<file path="config.mk">
export PLATFORM = sky130hd
export DESIGN_NAME = lock_clear_host
export DESIGN_NICKNAME = d
export VERILOG_FILES = /design/src/lock_clear_pkg.sv /design/src/lock_clear_host.sv
export SDC_FILE = /design/constraint.sdc
export NUM_CORES = 1
export LEC_CHECK = 0
export BUFFER_PORTS_ARGS = -buffer_cell sky130_fd_sc_hd__buf_2
export CELL_PAD_IN_SITES_DETAIL_PLACEMENT = 1
export CELL_PAD_IN_SITES_GLOBAL_PLACEMENT = 1
export CORE_ASPECT_RATIO = 1.25
export CORE_MARGIN = 4
export CORE_UTILIZATION = 46
export DETAILED_ROUTE_END_ITERATION = 16
export PLACE_DENSITY_LB_ADDON = 0.12
export SYNTH_ARGS = -nofsm -noshare
export SYNTH_HDL_FRONTEND = slang
export SYNTH_SLANG_ARGS = --single-unit
</file>
<file path="constraint.sdc">
create_clock -name ref_clk -period 3.3 [get_ports ref_clk]
set_clock_uncertainty 0.1 [all_clocks]
set_input_delay 0.825 -clock ref_clk [delete_from_list [all_inputs] [get_ports ref_clk]]
set_output_delay 0.825 -clock ref_clk [all_outputs]
set_load 0.02 [all_outputs]
</file>
<file path="src/lock_clear_pkg.sv">
// Constants for the host-side clear-lock sequencer of a parallel NOR flash
package lock_clear_pkg;
  // ****************************************
  // Command codes and status bits
  // ****************************************
  localparam logic [7:0] CMD_CLEAR_SETUP   = 8'h60;
  localparam logic [7:0] CMD_CLEAR_CONFIRM = 8'hD0;
  localparam logic [7:0] CMD_READ_ARRAY    = 8'hFF;
  localparam logic [7:0] CMD_CLEAR_STATUS  = 8'h50;
  localparam logic [7:0] STATUS_USE_MASK   = 8'hFE;
  localparam int SEQUENCER_IDLE_BIT        = 7;
  localparam int ERASE_LOCKCLEAR_ERR_BIT   = 5;
  localparam int PROGRAM_LOCKSET_ERR_BIT   = 4;
  localparam int SUPPLY_LOW_BIT            = 3;
  localparam int PROTECT_BIT               = 1;
  // ****************************************
  // Host register map
  // ****************************************
  localparam logic [1:0] REG_CONTROL = 2'h0;
  localparam logic [1:0] REG_STATUS  = 2'h1;
  localparam logic [1:0] REG_RESULT  = 2'h2;
  localparam int CTRL_START_BIT  = 0;
  localparam int CTRL_HV_BIT     = 1;
  localparam int CTRL_POLL_BIT   = 2;
  localparam int CTRL_RESET_BIT  = 3;
  // ****************************************
  // Timing
  // ****************************************
  localparam int CLK_PERIOD_NS   = 40;
  localparam int STROBE_NS       = 80;
  localparam int STROBE_CYCLES   = (STROBE_NS + CLK_PERIOD_NS - 1) / CLK_PERIOD_NS;
  localparam int RESET_PULSE_NS  = 200;
  localparam int RESET_CYCLES    = (RESET_PULSE_NS + CLK_PERIOD_NS - 1) / CLK_PERIOD_NS;
  typedef enum logic [3:0] {
    ST_IDLE    = 4'b0000,
    ST_SETUP   = 4'b0001,
    ST_GAP     = 4'b0011,
    ST_CONFIRM = 4'b0010,
    ST_WAIT    = 4'b0110,
    ST_POLL    = 4'b0111,
    ST_CHECK   = 4'b0101,
    ST_CLRSR   = 4'b0100,
    ST_ARRAY   = 4'b1100,
    ST_RESET   = 4'b1101
  } state_t;
endpackage : lock_clear_pkg

</file>
<file path="src/lock_clear_host.sv">
// Host controller that runs the clear-all-block-locks sequence on a NOR flash
`timescale 1ns/1ps
module lock_clear_host
  import lock_clear_pkg::*;
(
  input  wire logic       ref_clk,
  input  wire logic       rst_n,
  input  wire logic [1:0] reg_addr,
  input  wire logic [7:0] reg_wdata,
  input  wire logic       reg_write,
  input  wire logic       reg_read,
  output logic      [7:0] reg_rdata,
  output logic            flash_ce_n,
  output logic            flash_we_n,
  output logic            flash_oe_n,
  output logic      [7:0] flash_dq_out,
  output logic            flash_dq_oe,
  input  wire logic [7:0] flash_dq_in,
  output logic            reset_powerdown_pin_n,
  output logic            high_voltage_request,
  input  wire logic       ready_busy_out
);
  // ****************************************
  // Registers and state
  // ****************************************
  state_t     state;
  logic       use_hv;
  logic       use_poll;
  logic       busy;
  logic       done;
  logic [7:0] last_status;
  logic [2:0] result;
  logic [7:0] strobe_cnt;
  logic       pending_start;
  logic       pending_reset;
  logic [7:0] masked;
  logic [7:0] bus_byte;
  logic       strobe_end;

  assign strobe_end = (strobe_cnt == 8'(STROBE_CYCLES - 1));
  // Reserved bit dropped before any decision
  assign masked = flash_dq_in & STATUS_USE_MASK;

  // ****************************************
  // Software port
  // ****************************************
  always_ff @(posedge ref_clk or negedge rst_n)
  begin
    if (!rst_n)
    begin
      use_hv        <= 1'b0;
      use_poll      <= 1'b0;
      pending_start <= 1'b0;
      pending_reset <= 1'b0;
    end
    else
    begin
      if (reg_write && reg_addr == REG_CONTROL)
      begin
        use_hv   <= reg_wdata[CTRL_HV_BIT];
        use_poll <= reg_wdata[CTRL_POLL_BIT];
      end
      if (reg_write && reg_addr == REG_CONTROL && reg_wdata[CTRL_START_BIT])
        pending_start <= 1'b1;
      else if (state == ST_SETUP)
        pending_start <= 1'b0;
      if (reg_write && reg_addr == REG_CONTROL && reg_wdata[CTRL_RESET_BIT])
        pending_reset <= 1'b1;
      else if (state == ST_RESET)
        pending_reset <= 1'b0;
    end
  end

  always_ff @(posedge ref_clk or negedge rst_n)
  begin
    if (!rst_n)
      reg_rdata <= 8'h00;
    else if (reg_read && reg_addr == REG_CONTROL)
      reg_rdata <= {4'h0, 1'b0, use_poll, use_hv, 1'b0};
    else if (reg_read && reg_addr == REG_STATUS)
      reg_rdata <= {5'h00, ready_busy_out, done, busy};
    else if (reg_read && reg_addr == REG_RESULT)
      reg_rdata <= last_status;
    else if (reg_read)
      reg_rdata <= {5'h00, result};
    else
      reg_rdata <= 8'h00;
  end

  // ****************************************
  // Sequencer
  // ****************************************
  // Each flash write is ce/we low for STROBE_CYCLES - 1 cycles, then high for at least one cycle
  always_comb
  begin
    case (state)
      ST_SETUP:   bus_byte = CMD_CLEAR_SETUP;
      ST_CONFIRM: bus_byte = CMD_CLEAR_CONFIRM;
      ST_CLRSR:   bus_byte = CMD_CLEAR_STATUS;
      ST_ARRAY:   bus_byte = CMD_READ_ARRAY;
      default:    bus_byte = 8'h00;
    endcase
  end

  always_ff @(posedge ref_clk or negedge rst_n)
  begin
    if (!rst_n)
    begin
      state                 <= ST_IDLE;
      strobe_cnt            <= 8'h00;
      flash_ce_n            <= 1'b1;
      flash_we_n            <= 1'b1;
      flash_oe_n            <= 1'b1;
      flash_dq_out          <= 8'h00;
      flash_dq_oe           <= 1'b0;
      reset_powerdown_pin_n <= 1'b0;
      high_voltage_request  <= 1'b0;
      busy                  <= 1'b0;
      done                  <= 1'b0;
      last_status           <= 8'h00;
      result                <= 3'h0;
    end
    else
    begin
      flash_ce_n <= 1'b1;
      flash_we_n <= 1'b1;
      flash_oe_n <= 1'b1;
      flash_dq_oe <= 1'b0;
      case (state)
        ST_IDLE:
        begin
          reset_powerdown_pin_n <= 1'b1;
          strobe_cnt <= 8'h00;
          if (pending_reset)
            state <= ST_RESET;
          else if (pending_start)
          begin
            busy  <= 1'b1;
            done  <= 1'b0;
            // Master lock set needs high voltage held through the op
            high_voltage_request <= use_hv;
            state <= ST_SETUP;
          end
        end
        ST_SETUP, ST_CONFIRM, ST_CLRSR, ST_ARRAY:
        begin
          flash_ce_n   <= 1'b0;
          flash_we_n   <= 1'b0;
          flash_dq_out <= bus_byte;
          flash_dq_oe  <= 1'b1;
          strobe_cnt   <= strobe_end ? 8'h00 : strobe_cnt + 8'h01;
          if (strobe_end)
          begin
            flash_ce_n <= 1'b1;
            flash_we_n <= 1'b1;
            if (state == ST_SETUP)
              state <= ST_GAP;
            else if (state == ST_CONFIRM)
              state <= ST_WAIT;
            else if (state == ST_CLRSR)
              state <= ST_ARRAY;
            else
            begin
              busy  <= 1'b0;
              done  <= 1'b1;
              high_voltage_request <= 1'b0;
              state <= ST_IDLE;
            end
          end
        end
        ST_GAP:
          state <= ST_CONFIRM;
        ST_WAIT:
        begin
          // Either setting moves on to status polling, which decides completion
          if (use_poll)
            state <= ST_POLL;
          else if (ready_busy_out)
            state <= ST_POLL;
        end
        ST_POLL:
        begin
          // A reset order ends the poll loop; ST_WAIT ignores it but is left before ready_busy_out falls, so a clear is aborted with polling on or off
          if (pending_reset)
          begin
            strobe_cnt <= 8'h00;
            state      <= ST_RESET;
          end
          else
          begin
            // Reads now return status, not array data
            flash_ce_n <= 1'b0;
            flash_oe_n <= 1'b0;
            strobe_cnt <= strobe_end ? 8'h00 : strobe_cnt + 8'h01;
            if (strobe_end)
            begin
              flash_ce_n <= 1'b1;
              flash_oe_n <= 1'b1;
              state <= ST_CHECK;
              last_status <= masked;
            end
          end
        end
        ST_CHECK:
        begin
          // Other bits mean nothing until idle flag is one
          if (!last_status[SEQUENCER_IDLE_BIT])
            state <= ST_POLL;
          else
          begin
            // Result code: 1 ok, 2 bad sequence, 3 supply low, 4 protected
            if (last_status[ERASE_LOCKCLEAR_ERR_BIT] && last_status[PROGRAM_LOCKSET_ERR_BIT])
              result <= 3'h2;
            else if (last_status[SUPPLY_LOW_BIT])
              result <= 3'h3;
            else if (last_status[PROTECT_BIT])
              result <= 3'h4;
            else
              result <= 3'h1; // All locks cleared at once
            state <= ST_CLRSR;
          end
        end
        ST_RESET:
        begin
          // Pulse the reset pin; device drops status and aborts
          reset_powerdown_pin_n <= 1'b0;
          high_voltage_request  <= 1'b0;
          strobe_cnt <= strobe_cnt + 8'h01;
          if (strobe_cnt == 8'(RESET_CYCLES - 1))
          begin
            strobe_cnt <= 8'h00;
            // An aborted clear leaves locks unknown, so flag for a retry
            if (busy)
              result <= 3'h5;
            busy  <= 1'b0;
            state <= ST_IDLE;
          end
        end
        default:
          state <= ST_IDLE;
      endcase
    end
  end

  // ****************************************
  // Checks
  // ****************************************
  confirm_follows_setup_a: assert property (@(posedge ref_clk) disable iff (!rst_n)
    (state == ST_GAP) |=> (state == ST_CONFIRM))
    else $error("confirm did not follow setup");
  confirm_code_a: assert property (@(posedge ref_clk) disable iff (!rst_n)
    (state == ST_CONFIRM && !flash_we_n && flash_dq_oe) |-> (flash_dq_out == CMD_CLEAR_CONFIRM))
    else $error("wrong confirm code on bus");
  read_array_last_a: assert property (@(posedge ref_clk) disable iff (!rst_n)
    ($fell(busy) && done) |-> $past(state) == ST_ARRAY)
    else $error("finished without read-array");
  idle_gate_a: assert property (@(posedge ref_clk) disable iff (!rst_n)
    (state == ST_CHECK && !last_status[SEQUENCER_IDLE_BIT]) |=> (state == ST_POLL))
    else $error("status used while busy");
  reserved_mask_a: assert property (@(posedge ref_clk) disable iff (!rst_n)
    (state == ST_CHECK) |-> !last_status[0])
    else $error("reserved bit not masked");
  clear_status_a: assert property (@(posedge ref_clk) disable iff (!rst_n)
    (state == ST_CHECK && last_status[SEQUENCER_IDLE_BIT]) |=> (state == ST_CLRSR))
    else $error("status not cleared after check");
  bad_seq_a: assert property (@(posedge ref_clk) disable iff (!rst_n)
    (state == ST_CHECK && last_status[7] && last_status[5] && last_status[4]) |=> (result == 3'h2))
    else $error("bad sequence not reported");
  no_poll_early_a: assert property (@(posedge ref_clk) disable iff (!rst_n)
    (state == ST_WAIT && !use_poll && !ready_busy_out) |=> (state == ST_WAIT))
    else $error("left wait while device busy");
endmodule : lock_clear_host

</file>
-- Yosys cells after proc, flatten, opt, wreduce, memory -nomap -nowiden
Index checks and enable logic that the tools add are counted.
- equality and inequality tests: 25
- muxes and demuxes: 58
- $add $sub $neg: 1
- bitwise logic cells: 1
- reductions and logical operators: 23
- operators by type and width (cell ; count):
    one-hot mux 8 bit (4 select lines) ; 2
    2-to-1 mux 8 bit ; 6
    2-to-1 mux 4 bit ; 11
    one-hot mux 4 bit (7 select lines) ; 1
    2-to-1 mux 1 bit ; 24
    2-to-1 mux 3 bit ; 7
    == test 4 x 3 -> 1 bit, second input constant ; 4
    != test 2 bit, second input constant ; 8
    AND reduction 7 bit ; 2
    nonzero test 2 bit ; 5
    != test 3 bit, second input constant ; 3
    adder 8 x 1 -> 8 bit, second input constant ; 1
    == test 4 x 2 -> 1 bit, second input constant ; 2
    == test 4 bit, second input constant ; 2
    == test 8 x 1 -> 1 bit, second input constant ; 1
    == test 8 x 3 -> 1 bit, second input constant ; 1
    AND reduction 8 bit ; 1
    logical AND 1 bit ; 7
    one-hot mux 1 bit (2 select lines) ; 3
    one-hot mux 1 bit (3 select lines) ; 2
    one-hot mux 3 bit (2 select lines) ; 1
    AND reduction 5 bit ; 1
    == test 4 x 1 -> 1 bit, second input constant ; 1
    logical NOT 4 bit ; 1
    11 further kinds ; 11
- output and inout port bits: 22
- logic and storage cells: 126
- register bits after elaboration: 50

-- Logic depth before layout (Yosys ltp)
- depth after elaboration: 6
- depth in mapped cells: 7
- depth with buffers taken out: 7

-- Worst setup path before layout
Ideal clock, no wire load.
- path kind: register to register
- start: reg strobe_cnt[4]
- end: reg result[1]
- data arrival time: 1.834 ns
- buffers on the path: 0
- stages on the path, launching flop included: 5
- clock period less this slack: 2.059 ns
- path slack: 1.241 ns
- library setup time: 0.125 ns
- path through: dfrtp_1 > or4_4 > or3_4 > o21ai_4 > mux2_4
- cells in the longest elaborated chain, start to end: 3
- ends and longest elaborated chain (what ; line ; RTL):
    start: declaration ; lock_clear_host.sv:33 ; logic [7:0] strobe_cnt;
    start signal: assignment ; lock_clear_host.sv:151 ; strobe_cnt <= strobe_end ? 8'h00 : strobe_cnt + 8'h01;
    start signal: assignment ; lock_clear_host.sv:194 ; strobe_cnt <= strobe_end ? 8'h00 : strobe_cnt + 8'h01;
    start signal: assignment ; lock_clear_host.sv:228 ; strobe_cnt <= strobe_cnt + 8'h01;
    == test 8 x 3 -> 1 bit ; lock_clear_host.sv:229 ; if (strobe_cnt == 8'(RESET_CYCLES - 1))
    != test 2 x 1 -> 1 bit (no line) ; - ;
    AND reduction 4 bit (no line) ; - ;
    end signal: assignment ; lock_clear_host.sv:217 ; result <= 3'h4;
    end signal: assignment ; lock_clear_host.sv:219 ; result <= 3'h1;
    end signal: assignment ; lock_clear_host.sv:234 ; result <= 3'h5;
    end: declaration ; lock_clear_host.sv:32 ; logic [2:0] result;
No other way between the ends.
A chain may end at the register's enable or synchronous reset.

-- Final worst setup path
- start: reg state[3]
- end: reg strobe_cnt[6]
- cells in the longest elaborated chain, start to end: 3
- elaborated cells between the ends (all ways): 10
- those cells by class: eq/ne: 6; mux: 1; reduce/logical: 3
- ends and longest elaborated chain (what ; line ; RTL):
    start: declaration ; lock_clear_host.sv:26 ; state_t state;
    start signal: assignment ; lock_clear_host.sv:109 ; state <= ST_IDLE;
    start signal: assignment ; lock_clear_host.sv:135 ; state <= ST_RESET;
    start signal: assignment ; lock_clear_host.sv:142 ; state <= ST_SETUP;
    == test 4 x 1 -> 1 bit (tied with other cells) ; lock_clear_host.sv:129 ; case (state)
    OR reduction 4 bit ; lock_clear_host.sv:129 ;
    one-hot mux 8 bit (4 select lines) or nonzero test 4 bit (tied branches) ; - ;
Parallel ways exist; a longest one is shown, timed or not.

==> results_dict.tcl <==
set metrics [dict create \
    design.core.area_um2 5120 \
    async_reset_ff_frac 1.00 \
    cts.repair_timing.setup_buffer_count 0 \
    critPathRequiredTime_ns 3.37 \
    final_max_slew_viol_count 0 \
    syn2layout_area_growth_pct 13.3 \
    synth-edff-count 0 \
    setup_tns_ns 0 \
    cp_max_fo 20 \
    yosys_warnings 0 \
    fp.dieW_um 73.2 \
    run_status "finished clean" \
    timing.hold.worst.class "flop to flop" \
    tritoncts "yes" \
    cells_along_the_critical_path "clkinv_1 -> o22ai_1 -> a31oi_2 -> nor2_1 -> o211ai_1" \
    ys_top_cells_by_count "sky130_fd_sc_hd__dfrtp_1 (44), sky130_fd_sc_hd__nand2_1 (40), sky130_fd_sc_hd__o21ai_0 (20), sky130_fd_sc_hd__a21oi_1 (14), sky130_fd_sc_hd__nor2_1 (13)" \
    drtAntennaViolNets 0 \
    timing.critical_path.slowest_cell_delay_ns 0.71 \
    timing.reg2reg.worst_path_depth 5 \
    clock_sink_count 47 \
    initial_core_util 0.478 \
    tightestPinTransition_ns 1.02 \
    dp_hpwl_um 4710 \
    detailedRoute.firstPassIterationCount 4 \
    layout-drive-gt1-share 0.276 \
    vias 1960 \
    critPathLaunchType "flop" \
    final_net_count 311 \
    setup_violations 0 \
    place.gp.congestion 0.815 \
    tritoncts.num_buffers 5 \
    largest_buffer_count_on_any_clock_path 2 \
    path_clk_slew_ns 0.09 \
    detail_route.vias_per_cell 5.63 \
    mappedNetlistNets 275 \
    detail_route.iter0.violations 102 \
    final.period_utilization 0.734 \
    powerDensity_nw_per_um2 940 \
    top_level_ports 45 \
    clock_tree.root_cell "sky130_fd_sc_hd__clkbuf_8" \
    area_fraction_of_the_dominant_cell_type_after_synthesis 0.450 \
    leakage_nw 1.26 \
    antenna_found_initial 0 \
    grt_usage 0.207 \
    netlist-cell-type-count 56 \
    worst_hold_path.num_cells 1 \
    placement_rows 29 \
    hold_viol_final 0 \
    worstSetupEndpointType "flop" \
    post_cts_resized 0 \
    port_buffers 39 \
    fraction_of_the_yosys_area_taken_by_sequential_cells 0.482 \
    cp_num_buf_inv 1 \
    max_slew_margin 0.319 \
    setup_repair_after_global_routing_missed_its_margin "false" \
    nFillCells 619 \
    cp_slowest_cell "sky130_fd_sc_hd__dfrtp_1" \
    post_synth_instance_area_um2 2450 \
    layout.area.seq_um2 1180 \
    multiInputGateArea_um2 1170 \
    cp.depth 5 \
    routed_wirelength_um 6260 \
    worst-setup-path-type "flop to flop" \
    clock_latency_ns 0.30 \
    critical_path.top_delay_family "flip-flops" \
    final.min_clock_period_ns 2.42 \
    cts_hold_repair.buffers 0 \
    globalRouteOverflowTotal 0 \
    post-route-worst-setup-slack_ns 0.878 \
    detailedPlace.worstSlack_ns 0.875 \
    postSynth.topFlopCell "sky130_fd_sc_hd__dfrtp_1" \
    fp.dieH_um 89.6 \
    post-synth-top-area-cell "sky130_fd_sc_hd__dfrtp_1" \
    design.die.area_um2 6560 \
    grt_pass1_wl_um 10400 \
    grt_max_degree 47 \
    max_freq_mhz 413 \
    netlist_instances 249 \
    synthTopCellsByArea "sky130_fd_sc_hd__dfrtp_1 (45%), sky130_fd_sc_hd__nand2_1 (6.1%), sky130_fd_sc_hd__mux2_2 (5.1%)" \
    max_cap_viol_count 0 \
    wl_per_cell_um 18.0 \
    ctsHtreeMaxLevel 2 \
    drc_errors 0 \
    vias_in_the_first_global_route 2082 \
    vdd_drop_max_uv 511 \
    ys_ff_latch 47 \
    n_antenna_cell 0 \
    avgSynthCellArea_um2 9.83 \
    hold_ws_ns 0.385 \
    synth_most_common_cell "sky130_fd_sc_hd__dfrtp_1" \
    worst_ep_arrival_time_ns 2.49 \
]
## power by group
| part | total (W) | switching (W) | internal (W) | leakage, nW |
|---|---|---|---|---|
| Sequential | 0.00104 | 0.000256 | 0.000779 | 0.580 |
| Combinational | 0.00119 | 0.000705 | 0.000489 | 0.633 |
| Clock | 0.000377 | 0.000206 | 0.000171 | 0.0474 |
## flip-flops by register name, summed over array words and instances (netlist names)
name,cells
busy,1
done,1
flash_ce_n,1
flash_dq_oe,1
flash_dq_out,5
flash_oe_n,1
flash_we_n,1
high_voltage_request,1
last_status,7
pending_reset,1
pending_start,1
reg_rdata,8
reset_powerdown_pin_n,1
result,3
state,4
strobe_cnt,8
use_hv,1
use_poll,1
## kinds of logic after synthesis
| kind of cell | count (synthesis) | share of synthesized area |
|---|---|---|
| mux | 15 | 0.0792 |
| flops | 47 | 0.482 |
| compound gates | 62 | 0.167 |
| fa+ha+maj | 3 | 0.0153 |
| buf+inv | 22 | 0.0414 |
| simple gates | 97 | 0.204 |
| xor+xnor | 3 | 0.0107 |
## worst reg2reg max path, cell delays in order (launching register included)
cell and delay (ns):
sky130_fd_sc_hd__dfrtp_1 0.71, sky130_fd_sc_hd__clkinv_1 0.44, sky130_fd_sc_hd__o22ai_1 0.25, sky130_fd_sc_hd__a31oi_2 0.13, sky130_fd_sc_hd__nor2_1 0.48, sky130_fd_sc_hd__o211ai_1 0.17
## layer usage
| layer | routed length, µm | up-vias | GRT usage | share of wire |
|---|---|---|---|---|
| met5 | 0 | - | 0 | 0 |
| met4 | 79 | 0 | 0.0570 | 0.013 |
| met3 | 229 | 6 | 0.0259 | 0.037 |
| met2 | 3370 | 35 | 0.379 | 0.54 |
| met1 | 2590 | 975 | 0.254 | 0.41 |
| li1 | - | 944 | - | - |
## placed cells by master (no fill, tap or decap), drive strengths merged, types with 4 or more instances in the layout
master / synthesis / routed
dfrtp: 44 / 44
nor2: 14 / 14
nor2b: 4 / 4
clkbuf: 6 / 6
nand2: 40 / 40
o22ai: 4 / 4
buf: 7 / 42
a21oi: 14 / 14
and2: 8 / 8
nor3: 6 / 6
o211ai: 5 / 5
nand2b: 8 / 8
mux2: 12 / 12
inv: 8 / 8
o21ai: 21 / 21
## worst paths after layout
path | start | endpoint | slack, ns
worst max-delay path | state[3] | strobe_cnt[6] | 0.88
worst min-delay path | flash_dq_out[6] | flash_dq_out[6] | 0.39
worst max register to register | state[3] | strobe_cnt[6] | 0.88
worst min register to register | flash_dq_out[6] | flash_dq_out[6] | 0.39
max in group asynchronous | rst_n | flash_oe_n | 1.80
min in group asynchronous | rst_n | use_hv | 0.59
## cell type report
| class | instances | share of cell area |
|---|---|---|
| clock buffer | 6 | 0.0298 |
| inverter | 9 | 0.0122 |
| multi-input combinational | 180 | 0.420 |
| sequential | 47 | 0.425 |
| clock inverter | 2 | 0.00586 |
| tap | 62 | 0.0280 |
| timing repair buffer | 42 | 0.0785 |
## through the flow
step                       util  power (W)  instance area, µm²  cells
after floorplan               -    0.00189                2450    249
after CTS                 0.542    0.00263                2770    348
final                     0.542    0.00261                2770    348
after global placement    0.523    0.00218                2680    340
after global routing      0.542    0.00283                2770    348
after detailed placement  0.523    0.00225                2680    340
(Power assumes the default switching activity.)
